<file path="src/arir_pkg.sv">
package arir_pkg;

  // ----------------------------------------------------------------------
  // Register offsets
  // ----------------------------------------------------------------------
  localparam logic [7:0] ADDR_CONTROL_B   = 8'h01;
  localparam logic [7:0] ADDR_IEN_CLEAR   = 8'h16;
  localparam logic [7:0] ADDR_IEN_SET     = 8'h17;
  localparam logic [7:0] ADDR_INT_FLAGS   = 8'h18;
  localparam logic [7:0] ADDR_SYNC_STATUS = 8'h19;
  localparam logic [7:0] ADDR_RESULT      = 8'h1a;
  localparam logic [7:0] ADDR_WIN_LOWER   = 8'h1c;
  localparam logic [7:0] ADDR_WIN_UPPER   = 8'h20;
  localparam logic [7:0] ADDR_GAIN_CORR   = 8'h24;
  localparam logic [7:0] ADDR_OFFSET_CORR = 8'h26;

  // ----------------------------------------------------------------------
  // Field positions and widths
  // ----------------------------------------------------------------------
  localparam int          FLAG_W         = 4;
  localparam int          BIT_CONV_DONE  = 0;
  localparam int          BIT_OVERRUN    = 1;
  localparam int          BIT_WIN_MATCH  = 2;
  localparam int          BIT_SYNC_DONE  = 3;
  localparam int          BIT_SYNC_BUSY  = 7;
  localparam int          BIT_LEFT_ALIGN = 0;
  localparam int          BIT_CORR_EN    = 1;
  localparam int          BIT_OVERSAMPLE = 2;
  localparam int          CORR_W         = 12;
  localparam int          SAMPLE_W       = 12;
  localparam int          DATA_W         = 16;
  localparam int          GAIN_FRAC_W    = 11;
  localparam int          LEFT_SHIFT     = 4;
  localparam logic [15:0] RESET_VALUE    = 16'h0000;
  localparam logic [11:0] SAMPLE_MAX     = 12'hfff;

  // ----------------------------------------------------------------------
  // Synchroniser timing
  // ----------------------------------------------------------------------
  localparam int          SYNC_STAGES    = 2;
  localparam logic [1:0]  SYNC_CNT_LAST  = 2'h3;

  // ----------------------------------------------------------------------
  // Carrier types
  // ----------------------------------------------------------------------
  typedef struct packed {
    logic [7:0]  addr;
    logic [15:0] wdata;
    logic        write;
    logic        read;
  } arir_bus_type;

  typedef struct packed {
    logic        left_align;
    logic        corr_en;
    logic [11:0] gain;
    logic [11:0] offset;
  } arir_corr_type;

endpackage

</file>
<file path="src/arir_corrector.sv">
`timescale 1ns/1ns
module arir_corrector
  import arir_pkg::*;
(
  input  wire logic                i_mclk,
  input  wire logic                i_arst_n,
  input  wire logic                i_valid,
  input  wire logic [SAMPLE_W-1:0] i_sample,
  input  wire logic [DATA_W-1:0]   i_wide,
  input  wire logic                i_oversample,
  input  wire arir_corr_type       i_cfg,
  output logic                     o_valid,
  output logic [DATA_W-1:0]        o_result
);

  logic signed [CORR_W+1:0]  offs_sum;
  logic        [CORR_W-1:0]  offs_sat;
  logic        [2*CORR_W-1:0] product;
  logic        [CORR_W:0]    scaled;
  logic        [CORR_W-1:0]  corrected;
  logic        [DATA_W-1:0]  placed;

  // ----------------------------------------------------------------------
  // Correction and placement
  // ----------------------------------------------------------------------
  always_comb begin
    // offset subtraction
    offs_sum = $signed({2'b00, i_sample}) - $signed({{2{i_cfg.offset[CORR_W-1]}}, i_cfg.offset});
    if (offs_sum < 0) begin
      offs_sat = '0;
    end else if (offs_sum > $signed({2'b00, SAMPLE_MAX})) begin
      offs_sat = SAMPLE_MAX;
    end else begin
      offs_sat = offs_sum[CORR_W-1:0];
    end
    // gain scaling
    product = offs_sat * i_cfg.gain;
    scaled  = product[GAIN_FRAC_W+CORR_W:GAIN_FRAC_W];
    if (scaled > {1'b0, SAMPLE_MAX}) begin
      corrected = SAMPLE_MAX;
    end else begin
      corrected = scaled[CORR_W-1:0];
    end
    if (!i_cfg.corr_en) begin
      corrected = i_sample;
    end
    // oversampled full width
    if (i_oversample) begin
      placed = i_wide;
    // left alignment
    end else if (i_cfg.left_align) begin
      placed = {corrected, {LEFT_SHIFT{1'b0}}};
    // right alignment
    end else begin
      placed = {{LEFT_SHIFT{1'b0}}, corrected};
    end
  end

  always_ff @(posedge i_mclk or negedge i_arst_n) begin
    if (!i_arst_n) begin
      o_result <= RESET_VALUE;
      o_valid  <= 1'b0;
    end else begin
      o_valid <= i_valid;
      if (i_valid) begin
        o_result <= placed;
      end
    end
  end

endmodule

</file>
<file path="src/arir_regs.sv">
// Strobed register access was decided locally.
`timescale 1ns/1ns
// Function
// Writing one to an enable-set bit sets that enable; zero does nothing.
// Busy falling sets sync-done flag unless caused by enable or reset.
// Sync-done flag clears only on write of one.
// Window flag sets one converter cycle after the window match.
// Window flag clears on write one or result read.
// Overrun flag sets when a result arrives before the previous is read.
// Overrun flag clears only on write one; result read leaves it.
// Conversion-done flag sets when a result becomes available.
// Conversion-done flag clears on write one or result read.
// Busy bit 7 rises at synchronisation start, falls at completion; read-only.
// Reserved bits read zero; software writes zero.
// Single-ended samples are 12 bits, placed by left-align control.
// Left-aligned result fills bits 15 to 4.
// Right-aligned unoversampled result fills bits 11 to 0.
// Oversampled result spans all 16 bits.
// Result read returns a value brought into the bus domain.
// Lower threshold register supplies the window lower bound.
// Upper threshold register supplies the window upper bound.
// Threshold writes cross to converter domain and start synchronisation.
// With correction on, results scale by 12-bit gain (1.11 fixed point).
// Gain codes range 0.1000... to 1.1111...; software keeps them there.
// Enable-clear writes of one clear enables; set and clear read alike.
// With correction on, a signed 12-bit offset is applied first.
// Interrupt request is high while any flag and its enable are set.
// A hardware set wins over a same-cycle software clear.
module arir_regs
  import arir_pkg::*;
(
  input  wire logic                i_mclk,
  input  wire logic                i_arst_n,
  input  wire arir_bus_type        i_bus,
  output logic [DATA_W-1:0]        o_rdata,
  input  wire logic                i_conv_valid,
  input  wire logic [SAMPLE_W-1:0] i_conv_sample,
  input  wire logic [DATA_W-1:0]   i_conv_wide,
  input  wire logic                i_window_hit,
  input  wire logic                i_sync_core_done,
  input  wire logic                i_enable_sync,
  output logic [DATA_W-1:0]        o_window_lower,
  output logic [DATA_W-1:0]        o_window_upper,
  output logic                     o_irq
);

  logic [FLAG_W-1:0] enable_reg;
  logic [FLAG_W-1:0] flags_reg;
  logic [FLAG_W-1:0] flags_next;
  logic [FLAG_W-1:0] set_evt;
  logic [FLAG_W-1:0] clr_evt;
  logic [2:0]        ctrl_reg;
  logic [11:0]       gain_reg;
  logic [11:0]       offset_reg;
  logic              unread_reg;
  logic              win_hit_reg;
  logic              enable_sync_reg;
  logic              busy;
  logic              busy_q;
  logic              sync_done;
  logic              thr_write;
  logic              result_read;
  logic              res_valid;
  logic [DATA_W-1:0] res_value;
  logic [DATA_W-1:0] rdata_next;
  arir_corr_type     corr_cfg;

  assign thr_write   = i_bus.write &&
                       (i_bus.addr == ADDR_WIN_LOWER || i_bus.addr == ADDR_WIN_UPPER);
  assign result_read = i_bus.read && i_bus.addr == ADDR_RESULT;
  assign corr_cfg    = '{left_align: ctrl_reg[BIT_LEFT_ALIGN],
                         corr_en:    ctrl_reg[BIT_CORR_EN],
                         gain:       gain_reg,
                         offset:     offset_reg};

  // ----------------------------------------------------------------------
  // Submodules
  // ----------------------------------------------------------------------
  // sample path
  arir_corrector u_corr (
    .i_mclk       (i_mclk),
    .i_arst_n     (i_arst_n),
    .i_valid      (i_conv_valid),
    .i_sample     (i_conv_sample),
    .i_wide       (i_conv_wide),
    .i_oversample (ctrl_reg[BIT_OVERSAMPLE]),
    .i_cfg        (corr_cfg),
    .o_valid      (res_valid),
    .o_result     (res_value)
  );

  // threshold sync start
  arir_sync_tracker u_sync (
    .i_mclk      (i_mclk),
    .i_arst_n    (i_arst_n),
    .i_start     (thr_write || i_enable_sync),
    .i_core_done (i_sync_core_done),
    .o_busy      (busy),
    .o_done      (sync_done)
  );

  // ----------------------------------------------------------------------
  // Configuration registers
  // ----------------------------------------------------------------------
  always_ff @(posedge i_mclk or negedge i_arst_n) begin
    if (!i_arst_n) begin
      o_window_lower <= RESET_VALUE;
      o_window_upper <= RESET_VALUE;
      gain_reg       <= '0;
      offset_reg     <= '0;
      ctrl_reg       <= '0;
    end else if (i_bus.write) begin
      case (i_bus.addr)
        // lower bound
        ADDR_WIN_LOWER:   o_window_lower <= i_bus.wdata;
        // upper bound
        ADDR_WIN_UPPER:   o_window_upper <= i_bus.wdata;
        // gain field store
        ADDR_GAIN_CORR:   gain_reg       <= i_bus.wdata[CORR_W-1:0];
        ADDR_OFFSET_CORR: offset_reg     <= i_bus.wdata[CORR_W-1:0];
        ADDR_CONTROL_B:   ctrl_reg       <= i_bus.wdata[2:0];
        default: ;
      endcase
    end
  end

  // ----------------------------------------------------------------------
  // Interrupt enables
  // ----------------------------------------------------------------------
  always_ff @(posedge i_mclk or negedge i_arst_n) begin
    if (!i_arst_n) begin
      enable_reg <= '0;
    end else if (i_bus.write && i_bus.addr == ADDR_IEN_SET) begin
      // write-one set
      enable_reg <= enable_reg | i_bus.wdata[FLAG_W-1:0];
    end else if (i_bus.write && i_bus.addr == ADDR_IEN_CLEAR) begin
      // write-one clear
      enable_reg <= enable_reg & ~i_bus.wdata[FLAG_W-1:0];
    end
  end

  // ----------------------------------------------------------------------
  // Event detection
  // ----------------------------------------------------------------------
  always_ff @(posedge i_mclk or negedge i_arst_n) begin
    if (!i_arst_n) begin
      busy_q          <= 1'b0;
      win_hit_reg     <= 1'b0;
      unread_reg      <= 1'b0;
      enable_sync_reg <= 1'b0;
    end else begin
      busy_q      <= busy;
      // one cycle delay
      win_hit_reg <= i_window_hit;
      if (i_enable_sync) begin
        enable_sync_reg <= 1'b1;
      end else if (!busy) begin
        enable_sync_reg <= 1'b0;
      end
      if (res_valid) begin
        unread_reg <= 1'b1;
      end else if (result_read) begin
        unread_reg <= 1'b0;
      end
    end
  end

  always_comb begin
    set_evt = '0;
    clr_evt = '0;
    // busy falling edge
    set_evt[BIT_SYNC_DONE] = busy_q && !busy && sync_done && !enable_sync_reg;
    set_evt[BIT_WIN_MATCH] = win_hit_reg;
    // unread overwrite
    set_evt[BIT_OVERRUN]   = res_valid && unread_reg && !result_read;
    // result available
    set_evt[BIT_CONV_DONE] = res_valid;
    if (i_bus.write && i_bus.addr == ADDR_INT_FLAGS) begin
      // write-one clear
      clr_evt = i_bus.wdata[FLAG_W-1:0];
    end
    if (result_read) begin
      // read clears window
      clr_evt[BIT_WIN_MATCH] = 1'b1;
      // read clears done
      clr_evt[BIT_CONV_DONE] = 1'b1;
    end
    // read leaves overrun
    // set over clear
    flags_next = (flags_reg & ~clr_evt) | set_evt;
  end

  always_ff @(posedge i_mclk or negedge i_arst_n) begin
    if (!i_arst_n) begin
      flags_reg <= '0;
    end else begin
      flags_reg <= flags_next;
    end
  end

  // ----------------------------------------------------------------------
  // Interrupt and read data
  // ----------------------------------------------------------------------
  // flag and enable
  always_ff @(posedge i_mclk or negedge i_arst_n) begin
    if (!i_arst_n) begin
      o_irq <= 1'b0;
    end else begin
      o_irq <= |(flags_next & enable_reg);
    end
  end

  always_comb begin
    rdata_next = '0;
    // reserved read zero
    case (i_bus.addr)
      ADDR_IEN_CLEAR,
      ADDR_IEN_SET:     rdata_next[FLAG_W-1:0]   = enable_reg;
      ADDR_INT_FLAGS:   rdata_next[FLAG_W-1:0]   = flags_reg;
      ADDR_SYNC_STATUS: rdata_next[BIT_SYNC_BUSY] = busy;
      // bus-domain result
      ADDR_RESULT:      rdata_next               = res_value;
      ADDR_WIN_LOWER:   rdata_next               = o_window_lower;
      ADDR_WIN_UPPER:   rdata_next               = o_window_upper;
      ADDR_GAIN_CORR:   rdata_next[CORR_W-1:0]   = gain_reg;
      ADDR_OFFSET_CORR: rdata_next[CORR_W-1:0]   = offset_reg;
      ADDR_CONTROL_B:   rdata_next[2:0]          = ctrl_reg;
      default:          rdata_next               = '0;
    endcase
  end

  always_ff @(posedge i_mclk or negedge i_arst_n) begin
    if (!i_arst_n) begin
      o_rdata <= '0;
    end else if (i_bus.read) begin
      o_rdata <= rdata_next;
    end else begin
      o_rdata <= '0;
    end
  end

  // ----------------------------------------------------------------------
  // Assertions
  // ----------------------------------------------------------------------
  property p_enable_set;
    @(posedge i_mclk) disable iff (!i_arst_n)
      (i_bus.write && i_bus.addr == ADDR_IEN_SET) |=>
        ((enable_reg & $past(i_bus.wdata[FLAG_W-1:0])) == $past(i_bus.wdata[FLAG_W-1:0]));
  endproperty
  a_enable_set: assert property (p_enable_set) else $error("enable set failed");

  property p_enable_clear;
    @(posedge i_mclk) disable iff (!i_arst_n)
      (i_bus.write && i_bus.addr == ADDR_IEN_CLEAR) |=>
        ((enable_reg & $past(i_bus.wdata[FLAG_W-1:0])) == '0);
  endproperty
  a_enable_clear: assert property (p_enable_clear) else $error("enable clear failed");

  property p_win_delay;
    @(posedge i_mclk) disable iff (!i_arst_n)
      i_window_hit |-> ##2 flags_reg[BIT_WIN_MATCH];
  endproperty
  a_win_delay: assert property (p_win_delay) else $error("window flag late");

  property p_done_set;
    @(posedge i_mclk) disable iff (!i_arst_n)
      res_valid |=> flags_reg[BIT_CONV_DONE];
  endproperty
  a_done_set: assert property (p_done_set) else $error("done flag missing");

  property p_read_clear;
    @(posedge i_mclk) disable iff (!i_arst_n)
      (result_read && !res_valid && !win_hit_reg) |=>
        (!flags_reg[BIT_CONV_DONE] && !flags_reg[BIT_WIN_MATCH]);
  endproperty
  a_read_clear: assert property (p_read_clear) else $error("read did not clear");

  property p_overrun_keep;
    @(posedge i_mclk) disable iff (!i_arst_n)
      (flags_reg[BIT_OVERRUN] && !(i_bus.write && i_bus.addr == ADDR_INT_FLAGS)) |=>
        flags_reg[BIT_OVERRUN];
  endproperty
  a_overrun_keep: assert property (p_overrun_keep) else $error("overrun lost");

  property p_overrun_set;
    @(posedge i_mclk) disable iff (!i_arst_n)
      (res_valid && unread_reg && !result_read) |=> flags_reg[BIT_OVERRUN];
  endproperty
  a_overrun_set: assert property (p_overrun_set) else $error("overrun not set");

  property p_sync_keep;
    @(posedge i_mclk) disable iff (!i_arst_n)
      (flags_reg[BIT_SYNC_DONE] && !(i_bus.write && i_bus.addr == ADDR_INT_FLAGS)) |=>
        flags_reg[BIT_SYNC_DONE];
  endproperty
  a_sync_keep: assert property (p_sync_keep) else $error("sync flag lost");

  property p_busy_start;
    @(posedge i_mclk) disable iff (!i_arst_n)
      thr_write |=> busy ##[1:5] !busy;
  endproperty
  a_busy_start: assert property (p_busy_start) else $error("busy misbehaved");

  property p_irq;
    @(posedge i_mclk) disable iff (!i_arst_n)
      ##1 (o_irq == |($past(flags_next) & $past(enable_reg)));
  endproperty
  a_irq: assert property (p_irq) else $error("irq mismatch");

  property p_stat_rsvd;
    @(posedge i_mclk) disable iff (!i_arst_n)
      (i_bus.read && i_bus.addr == ADDR_SYNC_STATUS) |=>
        (o_rdata[BIT_SYNC_BUSY-1:0] == '0 && o_rdata[DATA_W-1:BIT_SYNC_BUSY+1] == '0);
  endproperty
  a_stat_rsvd: assert property (p_stat_rsvd) else $error("status reserved set");

  property p_flag_rsvd;
    @(posedge i_mclk) disable iff (!i_arst_n)
      (i_bus.read && i_bus.addr == ADDR_INT_FLAGS) |=> (o_rdata[DATA_W-1:FLAG_W] == '0);
  endproperty
  a_flag_rsvd: assert property (p_flag_rsvd) else $error("flag reserved set");

  property p_sync_quiet;
    @(posedge i_mclk) disable iff (!i_arst_n)
      (busy_q && !busy && enable_sync_reg && !flags_reg[BIT_SYNC_DONE]) |=>
        !flags_reg[BIT_SYNC_DONE];
  endproperty
  a_sync_quiet: assert property (p_sync_quiet) else $error("sync flag on enable");

  c_overrun:  cover property (@(posedge i_mclk) disable iff (!i_arst_n) set_evt[BIT_OVERRUN]);
  c_sync:     cover property (@(posedge i_mclk) disable iff (!i_arst_n) set_evt[BIT_SYNC_DONE]);
  c_irq:      cover property (@(posedge i_mclk) disable iff (!i_arst_n) $rose(o_irq));
  c_rd_clear: cover property (@(posedge i_mclk) disable iff (!i_arst_n)
                              result_read && flags_reg[BIT_CONV_DONE]);

endmodule

</file>
<file path="src/arir_sync_tracker.sv">
`timescale 1ns/1ns
module arir_sync_tracker
  import arir_pkg::*;
(
  input  wire logic i_mclk,
  input  wire logic i_arst_n,
  input  wire logic i_start,
  input  wire logic i_core_done,
  output logic      o_busy,
  output logic      o_done
);

  logic [1:0] cnt_reg;

  // ----------------------------------------------------------------------
  // Busy tracking
  // ----------------------------------------------------------------------
  // busy while crossing
  always_ff @(posedge i_mclk or negedge i_arst_n) begin
    if (!i_arst_n) begin
      o_busy  <= 1'b0;
      cnt_reg <= '0;
      o_done  <= 1'b0;
    end else begin
      o_done <= 1'b0;
      if (i_start) begin
        o_busy  <= 1'b1;
        cnt_reg <= '0;
      end else if (o_busy) begin
        cnt_reg <= cnt_reg + 2'h1;
        if (cnt_reg == SYNC_CNT_LAST || i_core_done) begin
          o_busy <= 1'b0;
          o_done <= 1'b1;
        end
      end
    end
  end

endmodule
</file>
<file path="config.mk">
export PLATFORM = sky130hd
export DESIGN_NAME = arir_regs
export DESIGN_NICKNAME = d
export VERILOG_FILES = /design/src/arir_pkg.sv /design/src/arir_corrector.sv /design/src/arir_regs.sv /design/src/arir_sync_tracker.sv
export SDC_FILE = /design/constraint.sdc
export NUM_CORES = 1
export LEC_CHECK = 0
export BUFFER_PORTS_ARGS = -buffer_cell sky130_fd_sc_hd__buf_2
export CORE_AREA = 2 2 138 140
export DETAILED_ROUTE_END_ITERATION = 8
export DIE_AREA = 0 0 140 142
export PLACE_DENSITY = 0.86
export SLEW_MARGIN = 20
export SYNTH_ARGS = -nofsm -noshare
export SYNTH_HDL_FRONTEND = slang
export SYNTH_SLANG_ARGS = --single-unit
</file>
<file path="constraint.sdc">
create_clock -name i_mclk -period 8.1 [get_ports i_mclk]
set_input_delay 0.405 -clock i_mclk [delete_from_list [all_inputs] [get_ports i_mclk]]
set_output_delay 0.405 -clock i_mclk [all_outputs]
set_load 0.05 [all_outputs]
</file>
==> flow_summary.html <==
<table>
<tr><th>Metric</th><th>Value</th></tr>
<tr><th colspan="2">Hold path</th></tr>
<tr><td>Launch point of the worst hold path</td><td>i_window_hit</td></tr>
<tr><td>Hold endpoint</td><td>win_hit_reg</td></tr>
<tr><td>Hold Path Class</td><td>in -&gt; reg</td></tr>
<tr><td>Worst Hold Depth</td><td>1</td></tr>
<tr><th colspan="2">Clocking</th></tr>
<tr><td>Root buffer selected by CTS</td><td>sky130_fd_sc_hd__clkbuf_16</td></tr>
<tr><td>Cts bufs inserted</td><td>9</td></tr>
<tr><td>H-tree depth</td><td>3</td></tr>
<tr><td>Skew-Pair Late Insertion Delay</td><td>0.36 ns</td></tr>
<tr><td>Sink Count</td><td>approximately 110</td></tr>
<tr><td>Clock buffer depth</td><td>2</td></tr>
<tr><td>Clock Pin Slew Worst Setup and Hold Paths</td><td>about 0.080 ns</td></tr>
<tr><td>Clock tree from TritonCTS</td><td>built</td></tr>
<tr><th colspan="2">Final layout</th></tr>
<tr><td>Fraction of final layout cells with drive strength greater than 1</td><td>0.228</td></tr>
<tr><td>Area grow syn2layout</td><td>13.4%</td></tr>
<tr><td>Finished layout cell area</td><td>11900 um2</td></tr>
<tr><td>Number of inserted filler cells in the final layout</td><td>1394</td></tr>
<tr><td>Net count reported at finish</td><td>1439</td></tr>
<tr><td>Area used by sequential logic in the layout</td><td>between 2000 and 3000 um2</td></tr>
<tr><td>Multi-input gate area</td><td>7110 um2</td></tr>
<tr><td>Antenna diode count</td><td>0</td></tr>
<tr><th colspan="2">Critical path</th></tr>
<tr><td>Reg2Reg Setup Slack</td><td>0.25 ns</td></tr>
<tr><td>Largest fanout on the critical path</td><td>9</td></tr>
<tr><td>Type of destination of the critical path</td><td>flop</td></tr>
<tr><td>Setup CP Type</td><td>reg -&gt; reg</td></tr>
<tr><td>Data required time of the critical path</td><td>8.30 ns</td></tr>
<tr><td>Reg2Reg Capture Point</td><td>u_corr.o_result[6]</td></tr>
<tr><td>Stage delay of the slowest cell on the critical path</td><td>0.60 ns</td></tr>
<tr><td>Kind of start point of the critical path</td><td>flop</td></tr>
<tr><td>CP arrival</td><td>8.05 ns</td></tr>
<tr><td>Beginning of the worst register-to-register path</td><td>offset_reg[6]</td></tr>
<tr><td>Cell repeated most along the worst path</td><td>sky130_fd_sc_hd__fa_1</td></tr>
<tr><td>Logic depth of the worst register-to-register path</td><td>28</td></tr>
<tr><td>Slowest cell on the critical path</td><td>sky130_fd_sc_hd__fa_1</td></tr>
<tr><th colspan="2">STA</th></tr>
<tr><td>Final hold violation count</td><td>0</td></tr>
<tr><td>Top achievable clock speed</td><td>127 MHz</td></tr>
<tr><td>Final setup viols</td><td>0</td></tr>
<tr><td>Worst Clk Skew</td><td>approximately 0.013 ns</td></tr>
<tr><td>Fin Hold WS</td><td>0.154 ns</td></tr>
<tr><td>Post-route worst setup slack</td><td>0.254 ns</td></tr>
<tr><td>Transition time at the pin with the least slew margin</td><td>0.985 ns</td></tr>
<tr><td>Worst rel slew slack</td><td>0.344</td></tr>
<tr><td>Final cycle utilization of the critical path</td><td>0.969</td></tr>
<tr><td>Clock period minus final worst setup slack</td><td>7.85 ns</td></tr>
<tr><td>Number of slew-limit violations in the final report</td><td>0</td></tr>
<tr><th colspan="2">Place</th></tr>
<tr><td>Last weighted congestion value of the routability-driven placer</td><td>0.982</td></tr>
<tr><td>Placement-stage worst setup slack</td><td>-0.199 ns</td></tr>
<tr><td>Cell area after placement</td><td>11400 um2</td></tr>
<tr><td>HPWL reported at the end of detailed placement</td><td>approximately 23 mm</td></tr>
<tr><td># port buffers</td><td>108</td></tr>
<tr><th colspan="2">Synth</th></tr>
<tr><td>Dominant register cell in the synthesized netlist</td><td>sky130_fd_sc_hd__dfrtp_1</td></tr>
<tr><td>XOR/XNOR share of the synthesized area</td><td>0.0201</td></tr>
<tr><td>Count of different cell masters after synthesis</td><td>64</td></tr>
<tr><td>Post-Synth Simple-Gate Area</td><td>0.145</td></tr>
<tr><td>Number of warnings reported in the yosys synthesis log</td><td>0</td></tr>
<tr><td>Post-synthesis sequential element count</td><td>109</td></tr>
<tr><td>Adder-cell area share of the yosys netlist</td><td>0.278</td></tr>
<tr><td>Post-synthesis cell count</td><td>1097</td></tr>
<tr><td>Sequential cell area fraction in the yosys report</td><td>0.261</td></tr>
<tr><td>Synth Area in Compound Gates</td><td>0.152</td></tr>
<tr><td>Average size of a mapped cell</td><td>9.53 um2</td></tr>
<tr><td>Async set-or-reset flop fraction in the synthesized netlist</td><td>1.00</td></tr>
<tr><td>Number of synthesized flops with an enable pin</td><td>0</td></tr>
<tr><td>Post-Syn Nets</td><td>1329</td></tr>
<tr><td>Largest family of logic cells by synthesized area</td><td>adder cells</td></tr>
<tr><td>Cell area after synthesis</td><td>~10000 um2</td></tr>
<tr><td>Mux cell area share after synthesis</td><td>0.0729</td></tr>
<tr><th colspan="2">Run</th></tr>
<tr><td># Max-Cap Violations</td><td>0</td></tr>
<tr><th colspan="2">Global route</th></tr>
<tr><td>Global router's overall resource usage</td><td>0.299</td></tr>
<tr><td>Wire length of the first global-routing pass</td><td>46.6 mm</td></tr>
<tr><td>Maximum number of pins on one net before global-route repair</td><td>79</td></tr>
<tr><td>Vias in the first global route</td><td>8849</td></tr>
<tr><td>Antenna violations before repair</td><td>0</td></tr>
<tr><td>Aggregate global routing overflow</td><td>0</td></tr>
<tr><th colspan="2">Run status</th></tr>
<tr><td>Run status</td><td>complete, no violations</td></tr>
<tr><th colspan="2">Drt</th></tr>
<tr><td>Detailed-route via count</td><td>8953</td></tr>
<tr><td>Routed WL per cell</td><td>20.6 um</td></tr>
<tr><td>Final WL</td><td>29.7 mm</td></tr>
<tr><td>Drt first-iter violations</td><td>634</td></tr>
<tr><td>Drt first pass iters</td><td>6</td></tr>
<tr><td>Per-cell via count in the routed design</td><td>6.19</td></tr>
<tr><td>DRC violations left</td><td>0</td></tr>
<tr><td>Remaining antenna violation count</td><td>0</td></tr>
<tr><th colspan="2">Floorplanning</th></tr>
<tr><td>Initial standard-cell utilization of the core</td><td>0.566</td></tr>
<tr><td>Standard cell core area</td><td>around 18000 um2</td></tr>
<tr><td>Number of placement rows</td><td>50</td></tr>
<tr><td>Overall die width</td><td>140 um</td></tr>
<tr><td>DIE AREA</td><td>19900 um2</td></tr>
<tr><td>Vertical die dimension</td><td>142 um</td></tr>
<tr><td># IOs</td><td>109</td></tr>
<tr><th colspan="2">Power and ir drop</th></tr>
<tr><td>Cell area power density</td><td>130 nW/um2</td></tr>
<tr><td>Leakage component of the power</td><td>6.06 nW</td></tr>
<tr><td>Highest ir drop seen on vdd</td><td>172 uV</td></tr>
</table>
==> metal layers <==
metal  vias up  GRT usage  share of wire
met1      4417      0.380           0.37
met2       496      0.501           0.49
li1       3944          -              -
met5         -          0              0
met4         0      0.142          0.053
met3        96     0.0562          0.083
==> cell usage after synthesis, types with 14 or more instances <==
master                     instances  area (um2)
sky130_fd_sc_hd__and2_1           50         313
sky130_fd_sc_hd__mux2_2           65         732
sky130_fd_sc_hd__a21oi_1          38         190
sky130_fd_sc_hd__nand2_1         134         503
sky130_fd_sc_hd__a222oi_1         14         140
sky130_fd_sc_hd__fa_1            100        2000
sky130_fd_sc_hd__a22oi_1          22         165
sky130_fd_sc_hd__a21o_1           24         180
sky130_fd_sc_hd__clkbuf_1         51         191
sky130_fd_sc_hd__nand3_1          18        90.1
sky130_fd_sc_hd__o21ai_0          20         100
sky130_fd_sc_hd__ha_1             72         901
sky130_fd_sc_hd__inv_1           144         541
sky130_fd_sc_hd__a31oi_1          19         119
sky130_fd_sc_hd__dfrtp_1         109        2730
sky130_fd_sc_hd__nor2_1           44         165
==> worst max-delay path by stage <==
stage	startpoint	to	slack (ns)	cells after the start
2_1_floorplan	i_conv_sample[0]	u_corr.o_result[12]	0.56	31
3_3_place_gp	i_conv_sample[6]	u_corr.o_result[9]	-0.01	28
3_5_place_dp	i_conv_sample[0]	u_corr.o_result[12]	-0.20	32
4_1_cts	offset_reg[0]	u_corr.o_result[12]	0.006	29
5_1_grt	offset_reg[1]	u_corr.o_result[12]	-0.06	31
6_report	offset_reg[6]	u_corr.o_result[6]	0.25	28
==> stage by stage <==
stage / total power (W) / std cells / utilization / TNS (ns)
final: 0.00154 / 1446 / 0.642 / 0
after global routing: 0.00160 / 1446 / 0.642 / -0.147
after CTS: 0.00152 / 1440 / 0.634 / 0
after detailed placement: 0.00108 / 1423 / 0.616 / -0.845
after global placement: 0.00106 / 1423 / 0.616 / -0.0124
after floorplan: 0.000899 / 1097 / - / 0
==> logic make-up (layout without fill, tap and decap cells) <==
kind of cell / Yosys count / count (layout)
mux: 68 / 69
compound gates: 214 / 214
simple gates: 312 / 312
buf+inv: 198 / 312
flops: 109 / 109
xor+xnor: 24 / 24
fa+ha+maj: 172 / 172
==> layout by cell type (no fill, tap or decap), types with 4 or more instances in the layout <==
cell type	count
sky130_fd_sc_hd__inv_1	143
sky130_fd_sc_hd__buf_4	44
sky130_fd_sc_hd__buf_2	107
sky130_fd_sc_hd__nand2b_1	8
sky130_fd_sc_hd__nor2_1	40
sky130_fd_sc_hd__nand3_1	18
sky130_fd_sc_hd__and2_1	50
sky130_fd_sc_hd__fa_1	99
sky130_fd_sc_hd__ha_1	72
sky130_fd_sc_hd__a21o_1	24
sky130_fd_sc_hd__nor3_1	5
sky130_fd_sc_hd__mux2_2	65
sky130_fd_sc_hd__clkbuf_16	9
sky130_fd_sc_hd__nand2_1	134
sky130_fd_sc_hd__o211ai_1	6
sky130_fd_sc_hd__xnor2_1	11
sky130_fd_sc_hd__dfrtp_1	109
sky130_fd_sc_hd__nand4_1	6
sky130_fd_sc_hd__a21oi_2	5
sky130_fd_sc_hd__o21ai_0	20
sky130_fd_sc_hd__xor2_1	12
sky130_fd_sc_hd__and3_1	8
sky130_fd_sc_hd__o21ai_1	7
sky130_fd_sc_hd__nand3b_1	5
sky130_fd_sc_hd__a31oi_1	17
sky130_fd_sc_hd__a222oi_1	14
sky130_fd_sc_hd__a21oi_1	31
sky130_fd_sc_hd__a41oi_2	5
sky130_fd_sc_hd__o221ai_1	10
sky130_fd_sc_hd__nor2b_1	12
sky130_fd_sc_hd__a211oi_1	5
sky130_fd_sc_hd__o21a_1	4
sky130_fd_sc_hd__a22oi_1	22
sky130_fd_sc_hd__a21boi_0	13
==> report_power, final <==
group	switching, W	total (W)	internal, W
Combinational	0.000297	0.000474	0.000177
Clock	0.000223	0.000449	0.000226
Sequential	0.0000433	0.000614	0.000571
Total	0.000563	0.00154	0.000974
==> worst max-delay path: cells and delay by family, from the launching register on <==
| family | cells | cell delay (ns) |
|---|---|---|
| adders and majority gates | 7 | 3.37 |
| AOI/OAI and AO/OA | 11 | 2.57 |
| buffers and inverters | 6 | 0.59 |
| DFF | 1 | 0.39 |
| and+or+nand+nor | 2 | 0.38 |
| xor gates and xnor gates | 1 | 0.25 |
| muxes | 1 | 0.10 |
==> area by class of cell <==
type	count	share of cell area
Multi-Input combinational cell	791	0.600
Clock buffer	10	0.0202
Tap cell	234	0.0247
Sequential cell	109	0.230
Clock inverter	6	0.00538
Timing Repair Buffer	152	0.0739
Inverter	144	0.0456
==> timing repair <==
item                                    in CTS  in global routing
gates cloned                                 0                  1
gates resized for setup                      3                 21
hold endpoints to repair                    31                  0
endpoints found under the setup margin       2                 16
pin swaps                                    0                  7
setup buffers                                0                  5
hold buffers                                 1                  0
Power figures use the tool's default switching activity.
